--- src/include/addr_gen_pkg.sv ---
// Constants and carrier types for the data memory address generator
package addr_gen_pkg;

    localparam int ADDR_W = 12;
    localparam int DATA_W = 8;
    localparam int FLAG_W = 5;
    localparam int NUM_PTR = 3;
    localparam int NUM_BANKS = 16;
    localparam int BANK_BYTES = 256;

    // Pointer blocks: eight locations per pointer, five aliases then two bytes
    localparam logic [11:0] PTR_BLOCK_BASE = 12'hfd0;
    localparam logic [11:0] PTR_BLOCK_SPAN = 12'h018;
    localparam logic [2:0] OFS_PLAIN = 3'h0;
    localparam logic [2:0] OFS_POSTDEC = 3'h1;
    localparam logic [2:0] OFS_POSTINC = 3'h2;
    localparam logic [2:0] OFS_PREINC = 3'h3;
    localparam logic [2:0] OFS_INDEXED = 3'h4;
    localparam logic [2:0] OFS_LOW = 3'h5;
    localparam logic [2:0] OFS_HIGH = 3'h6;

    localparam logic [11:0] BANK_SELECT_ADDR = 12'hfe8;
    localparam logic [11:0] STATUS_ADDR = 12'hfe9;
    localparam logic [3:0] SFR_BANK = 4'hf;
    localparam logic [3:0] ACCESS_LOW_BANK = 4'h0;
    localparam int ACCESS_HIGH_BIT = 7;

    localparam logic [3:0] BANK_SELECT_RST = 4'h0;
    localparam logic [11:0] PTR_RST = 12'h000;
    localparam logic [4:0] STATUS_RST = 5'h00;

    localparam int FLAG_C = 0;
    localparam int FLAG_DC = 1;
    localparam int FLAG_Z = 2;
    localparam int FLAG_OV = 3;
    localparam int FLAG_N = 4;

    typedef struct packed {
        logic rd;
        logic wr;
        logic access_sel;
        logic move;
        logic [7:0] file_addr;
        logic [11:0] move_addr;
        logic [7:0] wdata;
        logic [4:0] flag_mask;
        logic [4:0] flag_val;
    } acc_req_t;

endpackage

--- src/data_memory_address_gen.sv ---
// Data memory address generator: banking, access region, pointer aliases
//
// Function
// - Access region: SFR top half, bank-0 bottom half
// - Access bit zero maps access region; else bank
// - Bank select low nibble forms address top
// - Bank select upper nibble reads zero, ignores writes
// - Missing bank: reads zero, writes dropped, flags updated
// - Sixteen banks of 256 bytes; IMPL_BANKS low banks plus bank 15 exist
// - Memory move uses full embedded 12-bit addresses
// - Three 12-bit pointers from high/low bytes
// - Indirect operand accesses byte at pointer address
// - Indirect self-access: read zero sets Z, write nop
// - Aliases: plain, post-decrement, post-increment, pre-increment
// - Indexed alias adds signed working register, no changes
// - Pointer stepping never touches status flags
// - Pointer stepping carries across all twelve bits
// - Indirect write to pointer byte skips stepping
// - Status holds flags; flag instructions update, not store
`timescale 1ns/100ps

module data_memory_address_gen
    import addr_gen_pkg::*;
#(
    parameter int IMPL_BANKS = NUM_BANKS
) (
    input wire logic core_clk,
    input wire logic rst_n,
    input wire logic req_valid,
    input wire acc_req_t req,
    input wire logic [7:0] working_register,
    input wire logic [7:0] mem_rdata,
    output logic [11:0] mem_addr,
    output logic mem_rd,
    output logic mem_wr,
    output logic [7:0] mem_wdata,
    output logic [7:0] rd_data,
    output logic rd_valid,
    output logic [4:0] status_flags
);

    ////////////////////////////////////////////////////////////////////////////
    // State

    logic [7:0] bank_select_ff;
    logic [4:0] status_ff;
    logic [11:0] pointer_reg_ff [NUM_PTR];
    logic [11:0] mem_addr_ff;
    logic mem_rd_ff;
    logic mem_wr_ff;
    logic [7:0] mem_wdata_ff;
    logic rd_pend_ff;
    logic rd_from_mem_ff;
    logic [7:0] rd_int_ff;
    logic [7:0] rd_data_ff;
    logic rd_valid_ff;

    ////////////////////////////////////////////////////////////////////////////
    // Address resolution

    logic [11:0] dir_addr;
    logic [11:0] dir_diff;
    logic dir_in_blk;
    logic [1:0] dir_idx;
    logic [2:0] dir_ofs;
    logic alias_hit;
    logic [11:0] sel_ptr;
    logic [11:0] eff_addr;
    logic [11:0] nxt_ptr;
    logic ptr_step;
    logic [11:0] tgt_addr;
    logic [11:0] tgt_diff;
    logic tgt_in_blk;
    logic [1:0] tgt_idx;
    logic [2:0] tgt_ofs;
    logic loop_hit;
    logic tgt_ptr_byte;
    logic is_bsel;
    logic is_status;
    logic internal;
    logic bank_ok;
    logic do_rd;
    logic do_wr;
    logic skip_step;
    logic [7:0] nxt_rd_int;

    always_comb begin
        if (req.move) begin
            dir_addr = req.move_addr;
        end else if (!req.access_sel) begin
            if (req.file_addr[ACCESS_HIGH_BIT]) begin
                dir_addr = {SFR_BANK, req.file_addr};
            end else begin
                dir_addr = {ACCESS_LOW_BANK, req.file_addr};
            end
        end else begin
            dir_addr = {bank_select_ff[3:0], req.file_addr};
        end
    end

    assign dir_diff = dir_addr - PTR_BLOCK_BASE;
    assign dir_in_blk = dir_diff < PTR_BLOCK_SPAN;
    assign dir_idx = dir_diff[4:3];
    assign dir_ofs = dir_diff[2:0];
    assign alias_hit = dir_in_blk && (dir_ofs <= OFS_INDEXED);
    assign sel_ptr = pointer_reg_ff[dir_idx];

    // Plain 12-bit adders give full carry and modulo-4096 wrap
    always_comb begin
        eff_addr = sel_ptr;
        nxt_ptr = sel_ptr;
        ptr_step = 1'b0;
        case (dir_ofs)
            OFS_POSTDEC: begin
                nxt_ptr = sel_ptr - 12'h001;
                ptr_step = 1'b1;
            end
            OFS_POSTINC: begin
                nxt_ptr = sel_ptr + 12'h001;
                ptr_step = 1'b1;
            end
            OFS_PREINC: begin
                nxt_ptr = sel_ptr + 12'h001;
                eff_addr = sel_ptr + 12'h001;
                ptr_step = 1'b1;
            end
            OFS_INDEXED: begin
                eff_addr = sel_ptr + {{4{working_register[7]}}, working_register};
            end
            default: begin
                eff_addr = sel_ptr;
            end
        endcase
    end

    assign tgt_addr = alias_hit ? eff_addr : dir_addr;
    assign tgt_diff = tgt_addr - PTR_BLOCK_BASE;
    assign tgt_in_blk = tgt_diff < PTR_BLOCK_SPAN;
    assign tgt_idx = tgt_diff[4:3];
    assign tgt_ofs = tgt_diff[2:0];
    assign loop_hit = alias_hit && tgt_in_blk && (tgt_ofs <= OFS_INDEXED);
    assign tgt_ptr_byte = tgt_in_blk && ((tgt_ofs == OFS_LOW) || (tgt_ofs == OFS_HIGH));
    assign is_bsel = tgt_addr == BANK_SELECT_ADDR;
    assign is_status = tgt_addr == STATUS_ADDR;
    assign internal = tgt_ptr_byte || is_bsel || is_status;
    // Bank 15 always exists since it carries the SFRs
    assign bank_ok = (32'(tgt_addr[11:8]) < IMPL_BANKS) || (tgt_addr[11:8] == SFR_BANK);
    assign do_rd = req_valid && req.rd;
    assign do_wr = req_valid && req.wr && !loop_hit && bank_ok;
    assign skip_step = req.wr && alias_hit && tgt_ptr_byte;

    always_comb begin
        nxt_rd_int = 8'h00;
        if (loop_hit || !bank_ok) begin
            nxt_rd_int = 8'h00;
        end else if (tgt_ptr_byte && (tgt_ofs == OFS_LOW)) begin
            nxt_rd_int = pointer_reg_ff[tgt_idx][7:0];
        end else if (tgt_ptr_byte) begin
            nxt_rd_int = {4'h0, pointer_reg_ff[tgt_idx][11:8]};
        end else if (is_bsel) begin
            nxt_rd_int = bank_select_ff;
        end else if (is_status) begin
            nxt_rd_int = {3'h0, status_ff};
        end
    end

    ////////////////////////////////////////////////////////////////////////////
    // Internal registers

    always_ff @(posedge core_clk) begin
        if (!rst_n) begin
            bank_select_ff <= {4'h0, BANK_SELECT_RST};
        end else if (do_wr && is_bsel) begin
            bank_select_ff <= {4'h0, req.wdata[3:0]};
        end
    end

    // Indirect write into a pointer byte wins over the pending step
    always_ff @(posedge core_clk) begin
        if (!rst_n) begin
            for (int i = 0; i < NUM_PTR; i++) begin
                pointer_reg_ff[i] <= PTR_RST;
            end
        end else if (req_valid) begin
            if (alias_hit && ptr_step && !skip_step && (req.rd || req.wr)) begin
                pointer_reg_ff[dir_idx] <= nxt_ptr;
            end
            if (do_wr && tgt_ptr_byte && (tgt_ofs == OFS_LOW)) begin
                pointer_reg_ff[tgt_idx][7:0] <= req.wdata;
            end else if (do_wr && tgt_ptr_byte) begin
                pointer_reg_ff[tgt_idx][11:8] <= req.wdata[3:0];
            end
        end
    end

    // Pointer stepping has no path into the flags at all
    always_ff @(posedge core_clk) begin
        if (!rst_n) begin
            status_ff <= STATUS_RST;
        end else if (req_valid && loop_hit) begin
            if (req.rd) begin
                status_ff <= (status_ff & ~req.flag_mask) | (req.flag_val & req.flag_mask)
                    | 5'(1 << FLAG_Z);
            end
        end else if (req_valid && (req.rd || req.wr) && (req.flag_mask != 5'h00)) begin
            status_ff <= (status_ff & ~req.flag_mask) | (req.flag_val & req.flag_mask);
        end else if (do_wr && is_status) begin
            status_ff <= req.wdata[4:0];
        end
    end

    ////////////////////////////////////////////////////////////////////////////
    // Memory request and read answer

    always_ff @(posedge core_clk) begin
        if (!rst_n) begin
            mem_addr_ff <= 12'h000;
            mem_rd_ff <= 1'b0;
            mem_wr_ff <= 1'b0;
            mem_wdata_ff <= 8'h00;
        end else begin
            mem_rd_ff <= do_rd && !loop_hit && !internal && bank_ok;
            mem_wr_ff <= do_wr && !internal && !(is_status && req.flag_mask != 5'h00);
            if (req_valid) begin
                mem_addr_ff <= tgt_addr;
                mem_wdata_ff <= req.wdata;
            end
        end
    end

    always_ff @(posedge core_clk) begin
        if (!rst_n) begin
            rd_pend_ff <= 1'b0;
            rd_from_mem_ff <= 1'b0;
            rd_int_ff <= 8'h00;
            rd_data_ff <= 8'h00;
            rd_valid_ff <= 1'b0;
        end else begin
            rd_pend_ff <= do_rd;
            rd_from_mem_ff <= !loop_hit && !internal && bank_ok;
            rd_int_ff <= nxt_rd_int;
            rd_valid_ff <= rd_pend_ff;
            if (rd_pend_ff) begin
                rd_data_ff <= rd_from_mem_ff ? mem_rdata : rd_int_ff;
            end
        end
    end

    assign mem_addr = mem_addr_ff;
    assign mem_rd = mem_rd_ff;
    assign mem_wr = mem_wr_ff;
    assign mem_wdata = mem_wdata_ff;
    assign rd_data = rd_data_ff;
    assign rd_valid = rd_valid_ff;
    assign status_flags = status_ff;
endmodule

--- config.mk ---
export PLATFORM = sky130hd
export DESIGN_NAME = data_memory_address_gen
export DESIGN_NICKNAME = d
export VERILOG_FILES = /design/src/include/addr_gen_pkg.sv /design/src/data_memory_address_gen.sv
export SDC_FILE = /design/constraint.sdc
export NUM_CORES = 1
export LEC_CHECK = 0
export BUFFER_PORTS_ARGS = -buffer_cell sky130_fd_sc_hd__buf_2
export CORE_ASPECT_RATIO = 1.75
export CORE_MARGIN = 3
export CORE_UTILIZATION = 40
export DETAILED_ROUTE_END_ITERATION = 10
export SLEW_MARGIN = 5
export SYNTH_ARGS = -nofsm -noshare
export SYNTH_HDL_FRONTEND = slang
export SYNTH_SLANG_ARGS = --single-unit
--- constraint.sdc ---
create_clock -name core_clk -period 10 [get_ports core_clk]
set_clock_uncertainty 0.2 [all_clocks]
set_input_delay 0.5 -clock core_clk [delete_from_list [all_inputs] [get_ports core_clk]]
set_output_delay 0.5 -clock core_clk [all_outputs]
set_load 0.1 [all_outputs]
==> out/qor.yml, run 1 <==
run_status: "finished clean"
syn_area_per_cell_sq_um: 8.87
place_congestion: 0.929
post-synth-top-count-cell: "nor2_1"
drt_pre_antenna_iters: 7
fillerInstances: 1737
detailedRoute.firstIterationViolations: 577
wire_length_of_the_first_global_routing_pass_microns: 35700
timing_hold_violations_final: 0
worst_hold_end: "mem_wdata[6]"
synth_area_leaders: "edfxtp_1 20%, dfxtp_1 14%, mux2i_1 11%, nor2_1 6.2%, mux4_2 3.8%"
p_leak_nw: 3.42
startpoint_type: "input pin"
total_power_mw: 1.12
setup_violations: 0
synth.ff_latch_count: 98
synth.largest_area_cell: "edfxtp_1"
die_w_microns: 107
arrival_ns: 7.64
ys_warn_count: 0
first_global_vias: 6445
io_pins: 97
globalRoute.totalOverflow: 0
synth_cell_type_count: 79
antenna-diode-count: 0
synth-compound-area-share_pct: 18.1
initial_core_util_pct: 40.9
rsz0062_at_grt: "no"
final_layout_size_suffix_gt1_share_pct: 17.7
final.hold.worst_slack_ns: 0.255
pwr_density_cell_nw_per_um2: 139
synth_fp_nets: 889
synth_common_cells: "118 x nor2_1, 80 x mux2i_1, 63 x nand2_1, 50 x dfxtp_1, 48 x edfxtp_1"
worst_slew_pin_slew_ns: 1.13
post-cts-setup-buffers: 0
dp.final_hpwl_microns: 18700
timing.setup.tns_ns: 0
synth-async-reset-ratio_pct: 0
port_buffers: 96
cts_inserted_buffers: 9
synth_sequential_area_ratio_pct: 34.1
numClockSinks: 98
wirelength_microns: 23500
worst_setup_hold_path_clk_slew_ns: 0.06
placement.cell_area_sq_um: 7780
path_max_fanout: 42
pin_count_of_the_biggest_net_entering_global_routing: 43
period_share_pct: 78.8
synth_ff_type: "dfxtp_1"
netlist_area_sq_um: 7170
maxSlewViolCount: 0
worst-endpoint-required_ns: 9.76
clock_latency_at_the_later_pin_of_the_worst_skew_pair_ns: 0.35
route.detailed.drc: 0
die_h_microns: 183
slew_headroom_pct: 23.7
grt_antenna_before_repair: 0
area_growth_syn_to_layout_pct: 12.5
hold_buf_cts: 0
design.core.area_sq_um: 17500
routedWlPerCell_microns: 21.2
rr_endpoint: "pointer_reg_ff[3][4]"
detailedPlace.worstSlack_ns: 1.83
number_of_rows_in_the_core_area: 64
groute.usage.overall_pct: 23.8
crit_path_end_kind: "register"
period_needed_ns: 7.88
min-delay-path-class: "in -> reg"
antenna_violating_nets_post_route: 0
clock_path_buffers: 2
regToRegStartpoint: "pointer_reg_ff[0][2]"
via_count: 6632
maximum_capacitance_violations: 0
post_cts_resize_count: 0
crit_path_start: "req[38]"
nets: 955
layout_setup_ws_ns: 2.12
synth-simple-area-share_pct: 20.2
routed_via_density: 5.97
dominant_combinational_cell_family_by_area_after_synthesis: "simple AND/OR/NAND/NOR gates"
power.ir.vdd_worst_v: 0.0000846
cts_tree: "yes"
worst_reg_to_reg_cells: 21
worstSetupPathType: "in -> reg"
fmax_mhz: 127
mux_contribution_to_synthesized_area_pct: 17.6
synth-edff-count: 48
clock-root-buffer: "clkbuf_16"
min_delay_path_depth: 3
postSynthCellCount: 809
worst-r2r-setup-slack_ns: 2.74
hold_path.startpoint: "req[16]"
fin_area_sq_um: 8070
die-area_sq_um: 19600
yosys.area_share.xor_xnor_pct: 2.20
synth_fa_ha_area_share_pct: 3.42
synth_largest_type_area_fraction_pct: 20.1
htree_num_levels: 3
## state kept, by name, summed over array words and instances (netlist names), 4 cells and up
register,cells
bank_select_ff,4
status_flags,5
pointer_reg_ff,48
rd_int_ff,8
mem_wdata,8
mem_addr,12
rd_data,8
## kinds of logic (layout without fill, tap and decap cells)
logic type / count (synthesis) / after routing
compound gates: 183 / 183
xor+xnor: 18 / 18
fa+ha+maj: 19 / 19
buf+inv: 79 / 150
flops: 98 / 98
mux: 108 / 108
simple gates: 304 / 304
## worst max-delay path: stages
cell	delay, ns
buf_2	0.58
mux2_4	0.56
mux4_2	0.68
ha_1	0.27
fa_1	0.41
a21oi_1	0.20
nor2b_1	0.06
nor2_1	0.11
xnor2_1	0.17
o22ai_1	0.13
a211oi_1	0.46
a21o_1	0.28
inv_1	0.43
ha_1	0.44
a21o_1	0.16
nor3_1	0.16
a21oi_1	0.11
a21oi_1	0.70
nand3_1	0.19
o31ai_1	0.98
## report_power, final
group / total (mW) / switching (mW) / internal (mW) / leakage [nW]
sequential: 0.448 / 0.0119 / 0.436 / 0.889
combinational: 0.337 / 0.234 / 0.103 / 2.39
clock: 0.332 / 0.142 / 0.190 / 0.136
## per-stage QoR
stage               utilization [%]  cells
global route                   46.0   1111
CTS                            46.0   1111
finish                         46.0   1111
floorplan                         -    809
global placement               44.4   1095
detailed placement             44.4   1095
## worst max-delay path by stage
stage | slack, ns | end
after floorplan | 3.15 | pointer_reg_ff[3][0]
after global placement | 2.02 | pointer_reg_ff[3][3]
after detailed placement | 1.83 | pointer_reg_ff[3][4]
after CTS | 2.20 | pointer_reg_ff[3][4]
after global routing | 1.48 | pointer_reg_ff[3][4]
final | 2.12 | pointer_reg_ff[3][4]
## cell type report
cell class                      count  area (sq um)  area share, %
Inverter                           33           124           1.54
Clock buffer                       14           275           3.41
Sequential cell                    98          2440           30.3
Clock inverter                      2          11.3          0.140
Tap cell                          231           289           3.58
Timing Repair Buffer              101           518           6.42
Multi-Input combinational cell    632          4410           54.6
## layer usage
layer | track usage [%] | share of wire [%] | wire (microns) | vias to the layer above
met3 | 2.50 | 3.8 | 891 | 71
met2 | 43.8 | 53 | 12600 | 230
met1 | 25.9 | 37 | 8620 | 3188
met4 | 14.2 | 6.1 | 1430 | 0
li1 | - | - | - | 3143
met5 | 0 | 0 | 0 | -
## layout by cell type, fill, tap and decap left out, drive strengths merged, types with 10 or more instances in the layout
cell type and n:
mux2i 81, nand2 64, edfxtp 48, mux2 15, nor2b 11, xnor2 11
o31ai 10, nor3 20, a211oi 19, mux4 12, nor2 118, buf 101
inv 30, a21oi 34, dfxtp 50, ha 18, nand3 27, clkbuf 14
o21ai 33, and2 11
No activity file was read; power rests on OpenSTA's default activity.
==> run 2: changes to the inputs <==
==> constraint.sdc (replaced) <==
create_clock -name core_clk -period 6.6 [get_ports core_clk]
set_clock_uncertainty 0.2 [all_clocks]
set_input_delay 0.33 -clock core_clk [delete_from_list [all_inputs] [get_ports core_clk]]
set_output_delay 0.33 -clock core_clk [all_outputs]
set_load 0.1 [all_outputs]
==> out/qor.yml, run 2 (synthesized netlist as in run 1, its figures left out) <==
run_status: "finished clean"
crit_path_end_kind: "register"
cts_inserted_buffers: 9  # unchanged
final_layout_size_suffix_gt1_share_pct: 20.2  # +2.5 points
number_of_flip_flops_in_the_largest_register: 48  # unchanged
power.clock.fraction_pct: 29.8  # about the same
pin_count_of_the_biggest_net_entering_global_routing: 36  # -16%
worst-endpoint-required_ns: 6.43  # -3.33 ns
clock_latency_at_the_later_pin_of_the_worst_skew_pair_ns: 0.35  # about the same
post_cts_resize_count: 0  # unchanged
timing.setup.tns_ns: 0  # unchanged
min-delay-path-class: "in -> reg"
place.detailed.instances: 1117  # +2.0%
io_pins: 97  # unchanged
period_share_pct: 90.7
routedWlPerCell_microns: 21.6  # +2.1%
drt_pre_antenna_iters: 5  # -2
register_bank_with_the_most_flops: "pointer_reg_ff"
antenna-diode-count: 0  # unchanged
clock-root-buffer: "clkbuf_16"
arrival_ns: 5.82  # -1.82 ns
via_count: 6791  # +2.4%
worst_setup_hold_path_clk_slew_ns: 0.07  # about the same
grt_antenna_before_repair: 0  # unchanged
maximum_capacitance_violations: 0  # unchanged
wire_length_of_the_first_global_routing_pass_microns: 37800  # +6.1%
groute.usage.overall_pct: 25.3  # +1.4 points
clock_path_buffers: 2  # unchanged
numClockSinks: 98  # unchanged
design_internal_power_mw: 1.12  # +53%
initial_core_util_pct: 40.9  # unchanged
slew_headroom_pct: 46.5  # +23 points
dp.final_hpwl_microns: 19700  # +5.4%
antenna_violating_nets_post_route: 0  # unchanged
fmax_mhz: 167
die-area_sq_um: 19600  # unchanged
wirelength_met1_microns: 8530  # -1.1%
most_common_cell_after_layout_fill_and_taps_aside: "nor2_1"
total_power_mw: 1.72  # +54%
place_congestion: 0.959  # +3.2%
maxSlewViolCount: 0  # unchanged
p_leak_nw: 3.53  # +3.3%
number_of_rows_in_the_core_area: 64  # unchanged
pwr_density_cell_nw_per_um2: 209  # +51%
final.hold.worst_slack_ns: 0.0873  # -0.167 ns
setup_violations: 0  # unchanged
wl_met2_microns: 13100  # +4.2%
cts_tree: "yes"
post-cts-setup-buffers: 0  # unchanged
wl_met3_microns: 1290  # +45%
wirelength_microns: 24500  # +4.1%
power.switching_fraction_pct: 35.0  # +0.21 points
period_needed_ns: 5.99
maxUsedRoutingLayer: "met4"
utilization_pct: 47.0  # +1.0 points
hold_buf_cts: 0  # unchanged
nets: 977  # +2.3%
detailedRoute.firstIterationViolations: 554  # -4.0%
startpoint_type: "register"
design.core.area_sq_um: 17500  # unchanged
globalRoute.totalOverflow: 0  # unchanged
power.ir.vdd_worst_v: 0.000123  # +45%
htree_num_levels: 3  # unchanged
die_h_microns: 183  # unchanged
relative_contribution_of_combinational_cells_to_total_power_pct: 30.7  # +0.5 points
port_buffers: 96  # unchanged
first_global_vias: 6790  # +5.4%
final_cells: 1133  # +2.0%
path_max_fanout: 9  # -79%
timing_hold_violations_final: 0  # unchanged
rsz0062_at_grt: "no"
routed_via_density: 5.99  # +0.41%
power.sequential.fraction_pct: 39.4  # -0.7 points
die_w_microns: 107  # unchanged
final_cell_mix: "118 x nor2_1, 96 x buf_2, 80 x mux2i_1"
worstSetupPathType: "reg -> reg"
area_growth_syn_to_layout_pct: 15.0
worst_slew_pin_slew_ns: 0.802  # -0.333 ns
switching_power_mw: 0.601  # +55%
route.detailed.drc: 0  # unchanged
run 2: stage by stage:
stage / area [sq um] / setup slack [ns]
final: 8240 / 0.613
after global routing: 8240 / 0.134
after CTS: 8240 / 0.692
after detailed placement: 7950 / 0.427
after global placement: 7950 / 0.466
after floorplan: 7180 / 0.0274
run 2: area by class of cell:
class,instances,area [sq um]
Fill cell,1722,9290
Multi-Input combinational cell,632,4410
Sequential cell,98,2440
Timing Repair Buffer,123,683
Tap cell,231,289
Clock buffer,9,225
Inverter,33,124
Clock inverter,7,68.8
run 2: final timing paths:
check | slack (ns) | end | start | cells past startpoint
hold / removal | 0.09 | mem_wdata[6] | req[16] | 3
setup reg to reg | 0.61 | pointer_reg_ff[2][6] | pointer_reg_ff[0][2] | 19
setup / recovery | 0.61 | pointer_reg_ff[2][6] | pointer_reg_ff[0][2] | 19
hold reg to reg | 0.28 | rd_data[1] | rd_data[1] | 2
run 2: critical path: stages (launching register included):
cell       delay [ns]
edfxtp_1         0.42
o211ai_1         0.21
o21ai_0          0.18
a21oi_1          0.39
or2_2            0.24
clkinv_1         0.09
ha_1             0.34
a21oi_1          0.19
nor2_1           0.09
o211a_1          0.26
or3_1            0.35
a311oi_1         0.54
a32o_1           0.34
o21ai_0          0.11
o32ai_1          0.14
a21oi_1          0.19
a2111oi_2        0.52
nor4_1           0.16
a31oi_2          0.40
nand2_1          0.31
run 2: routing by layer:
layer	vias up	GRT usage (%)
met4	0	16.3
met5	-	0
met2	279	47.0
li1	3183	-
met3	76	2.54
met1	3253	26.4
run 2: power groups by stage:
stage	Combinational, mW	Sequential [mW]	Clock (mW)
2_1_floorplan	0.284	0.780	0
3_3_place_gp	0.521	0.691	0
3_5_place_dp	0.523	0.691	0
4_1_cts	0.524	0.678	0.524
5_1_grt	0.567	0.681	0.545
6_report	0.528	0.679	0.513
==> run 3: changes to the inputs <==
--- a/config.mk
+++ b/config.mk
@@ -5,12 +5,13 @@
 export SDC_FILE = /design/constraint.sdc
 export NUM_CORES = 1
 export LEC_CHECK = 0
+export ABC_AREA = 1
 export BUFFER_PORTS_ARGS = -buffer_cell sky130_fd_sc_hd__buf_2
+export CAP_MARGIN = 15
 export CORE_ASPECT_RATIO = 1.75
 export CORE_MARGIN = 3
 export CORE_UTILIZATION = 40
 export DETAILED_ROUTE_END_ITERATION = 10
-export SLEW_MARGIN = 5
 export SYNTH_ARGS = -nofsm -noshare
 export SYNTH_HDL_FRONTEND = slang
 export SYNTH_SLANG_ARGS = --single-unit
==> out/qor.yml, run 3 <==
design.core.area_sq_um: 18200  # +3.9%
initial_core_util_pct: 41.3  # +0.43 points
place_congestion: 0.976  # +1.8%
synth.largest_area_cell: "edfxtp_1"
routed_via_density: 5.43  # -9.5%
period_needed_ns: 5.78  # -0.205 ns
final_layout_size_suffix_gt1_share_pct: 17.5  # -2.7 points
maximum_capacitance_violations: 0  # unchanged
numClockSinks: 98  # unchanged
detailedPlace.worstSlack_ns: 0.457  # +0.0297 ns
worst-r2r-setup-slack_ns: 1.39  # +0.78 ns
timing.setup.tns_ns: 0  # unchanged
worst_slew_pin_slew_ns: 0.780  # -0.0223 ns
hold_buf_cts: 0  # unchanged
syn_area_per_cell_sq_um: 6.70  # -24%
clock_latency_at_the_later_pin_of_the_worst_skew_pair_ns: 0.36  # about the same
wire_length_of_the_first_global_routing_pass_microns: 39900  # +5.4%
worst-endpoint-required_ns: 6.41  # -0.02 ns
pin_count_of_the_biggest_net_entering_global_routing: 48  # +33%
antenna_violating_nets_post_route: 0  # unchanged
worst_path_max_delay_cell: "fa_1"
clock-root-buffer: "clkbuf_16"
period_share_pct: 87.6  # -3.1 points
worst_setup_hold_path_clk_slew_ns: 0.07  # about the same
synth_sequential_area_ratio_pct: 32.4  # -1.6 points
postSynthCellCount: 1123  # +39%
cts_inserted_buffers: 9  # unchanged
worst_reg_to_reg_cells: 28  # +9
area_growth_syn_to_layout_pct: 12.9
register_bank_with_the_most_flops: "pointer_reg_ff"
path_max_fanout: 30  # +21
startpoint_type: "input pin"
synth-async-reset-ratio_pct: 0  # unchanged
netlist_area_sq_um: 7530  # +5.0%
regToRegStartpoint: "pointer_reg_ff[1][0]"
arrival_ns: 5.59  # -0.23 ns
worstSetupPathType: "in -> reg"
crit_path_max_incr_delay_ns: 0.45  # -0.09 ns
synth.ff_latch_count: 98  # unchanged
final_cell_mix: "263 x nand2_1, 142 x inv_1, 123 x nor2_1, 123 x nand3_1, 96 x buf_2"
groute.usage.overall_pct: 25.4  # +0.18 points
drt_pre_antenna_iters: 6  # +1
p_leak_nw: 4.04  # +14%
crit_path_end_kind: "register"
dp.final_hpwl_microns: 21200  # +7.6%
routedWlPerCell_microns: 18.1  # -16%
htree_num_levels: 3  # unchanged
synth_fp_nets: 1203  # +35%
min-delay-path-class: "in -> reg"
clock_path_buffers: 2  # unchanged
ys_warn_count: 0  # unchanged
post-cts-setup-buffers: 0  # unchanged
synth_largest_type_area_fraction_pct: 19.1  # -0.95 points
first_global_vias: 7341  # +8.1%
pwr_density_cell_nw_per_um2: 226  # +8.2%
post-synth-top-count-cell: "nand2_1"
layout_setup_ws_ns: 0.819  # +0.205 ns
synth_area_leaders: "edfxtp_1 19%, dfxtp_1 13%, nand2_1 13%, nand3_1 8.2%, inv_1 7.1%"
slew_headroom_pct: 48.0  # +1.5 points
rr_endpoint: "pointer_reg_ff[0][5]"
grt_antenna_before_repair: 0  # unchanged
total_power_mw: 1.92  # +12%
number_of_flip_flops_in_the_largest_register: 48  # unchanged
crit_path_start: "req[38]"
io_pins: 97  # unchanged
rsz0062_at_grt: "no"
globalRoute.totalOverflow: 0  # unchanged
synth_common_cells: "263 x nand2_1, 142 x inv_1, 123 x nand3_1, 123 x nor2_1, 76 x o21ai_0"
most_common_cell_after_layout_fill_and_taps_aside: "nand2_1"
die_h_microns: 187  # +2.4%
run_status: "finished clean"
utilization_pct: 46.7  # -0.36 points
die-area_sq_um: 20600  # +4.7%
detailedRoute.firstIterationViolations: 678  # +22%
wirelength_microns: 26100  # +6.6%
critPathMostFrequentCell: "nand2_1"
cts_tree: "yes"
critical_path.endpoint: "pointer_reg_ff[0][5]"
timing_hold_violations_final: 0  # unchanged
synth_cell_type_count: 50  # -37%
via_count: 7829  # +15%
die_w_microns: 110  # +2.3%
fmax_mhz: 173  # +3.6%
setup_violations: 0  # unchanged
nets: 1284  # +31%
maxSlewViolCount: 0  # unchanged
power.ir.vdd_worst_v: 0.000161  # +31%
post_cts_resize_count: 0  # unchanged
antenna-diode-count: 0  # unchanged
route.detailed.drc: 0  # unchanged
number_of_rows_in_the_core_area: 65  # +1.6%
synth_ff_type: "dfxtp_1"
synth-edff-count: 48  # unchanged
port_buffers: 96  # unchanged
run 3: cell types whose count changed after synthesis, moves of 16 or more:
cell      before  now
nand2_1       63  263
inv_1         30  142
nand3_1       27  123
mux2i_1       80    0
o21ai_0       28   76
a21oi_1       34   56
nand2_2        1   21
inv_2          0   17
nor3_1        20    3
a211oi_1      19    3
nand4_1        3   19
run 3: report_power, final:
| part | internal (mW) | leakage, nW | switching (mW) |
|---|---|---|---|
| clock | 0.363 | 0.172 | 0.247 |
| combinational | 0.159 | 2.98 | 0.471 |
| sequential | 0.663 | 0.891 | 0.0155 |
| total | 1.18 | 4.04 | 0.733 |
run 3: logic make-up after synthesis:
group / count (synthesis) / share of synthesized area [%]
compound gates: 210 / 16.6
xor+xnor: 4 / 0.465
fa+ha+maj: 19 / 3.26
buf+inv: 197 / 11.1
flops: 98 / 32.4
simple gates: 595 / 36.2
run 3: per-layer routing:
| layer | up-vias | global-route usage, % | routed length, microns |
|---|---|---|---|
| li1 | 3883 | - | - |
| met3 | 82 | 2.73 | 1010 |
| met5 | - | 0 | 0 |
| met1 | 3587 | 27.9 | 9770 |
| met2 | 277 | 43.9 | 13100 |
| met4 | 0 | 18.6 | 2170 |
run 3: area by class of cell:
class / count / area (sq um)
Inverter: 161 / 604
Clock inverter: 6 / 103
Clock buffer: 10 / 250
Tap cell: 234 / 293
Fill cell: 1964 / 9720
Timing Repair Buffer: 106 / 556
Sequential cell: 98 / 2440
Multi-Input combinational cell: 828 / 4250
run 3: worst max-delay path: cells and delay by family:
kind,cells,cell delay (ns)
AND/OR/NAND/NOR,22,3.24
adder cells (fa/ha/maj),3,0.89
AO/OA/AOI/OAI,2,0.43
buffers and inverters,4,0.68
run 3: how the worst min path moves through the flow:
stage                       from                 to  slack [ns]  cells after the start
2_1_floorplan  bank_select_ff[3]  bank_select_ff[3]        0.24                      2
3_3_place_gp        mem_addr[11]       mem_addr[11]        0.26                      2
3_5_place_dp        rd_int_ff[4]         rd_data[4]        0.26                      2
4_1_cts             mem_rdata[5]         rd_data[5]        0.03                      3
5_1_grt             mem_rdata[5]         rd_data[5]        0.05                      3
6_report            mem_rdata[7]         rd_data[7]        0.04                      3
run 3: stage by stage:
stage	instances	hold WS [ns]	area (sq um)
after floorplan	1123	0.239	7530
after global placement	1427	0.260	8150
after detailed placement	1427	0.260	8150
after CTS	1443	0.0291	8500
after global routing	1443	0.0505	8500
final	1443	0.0396	8500
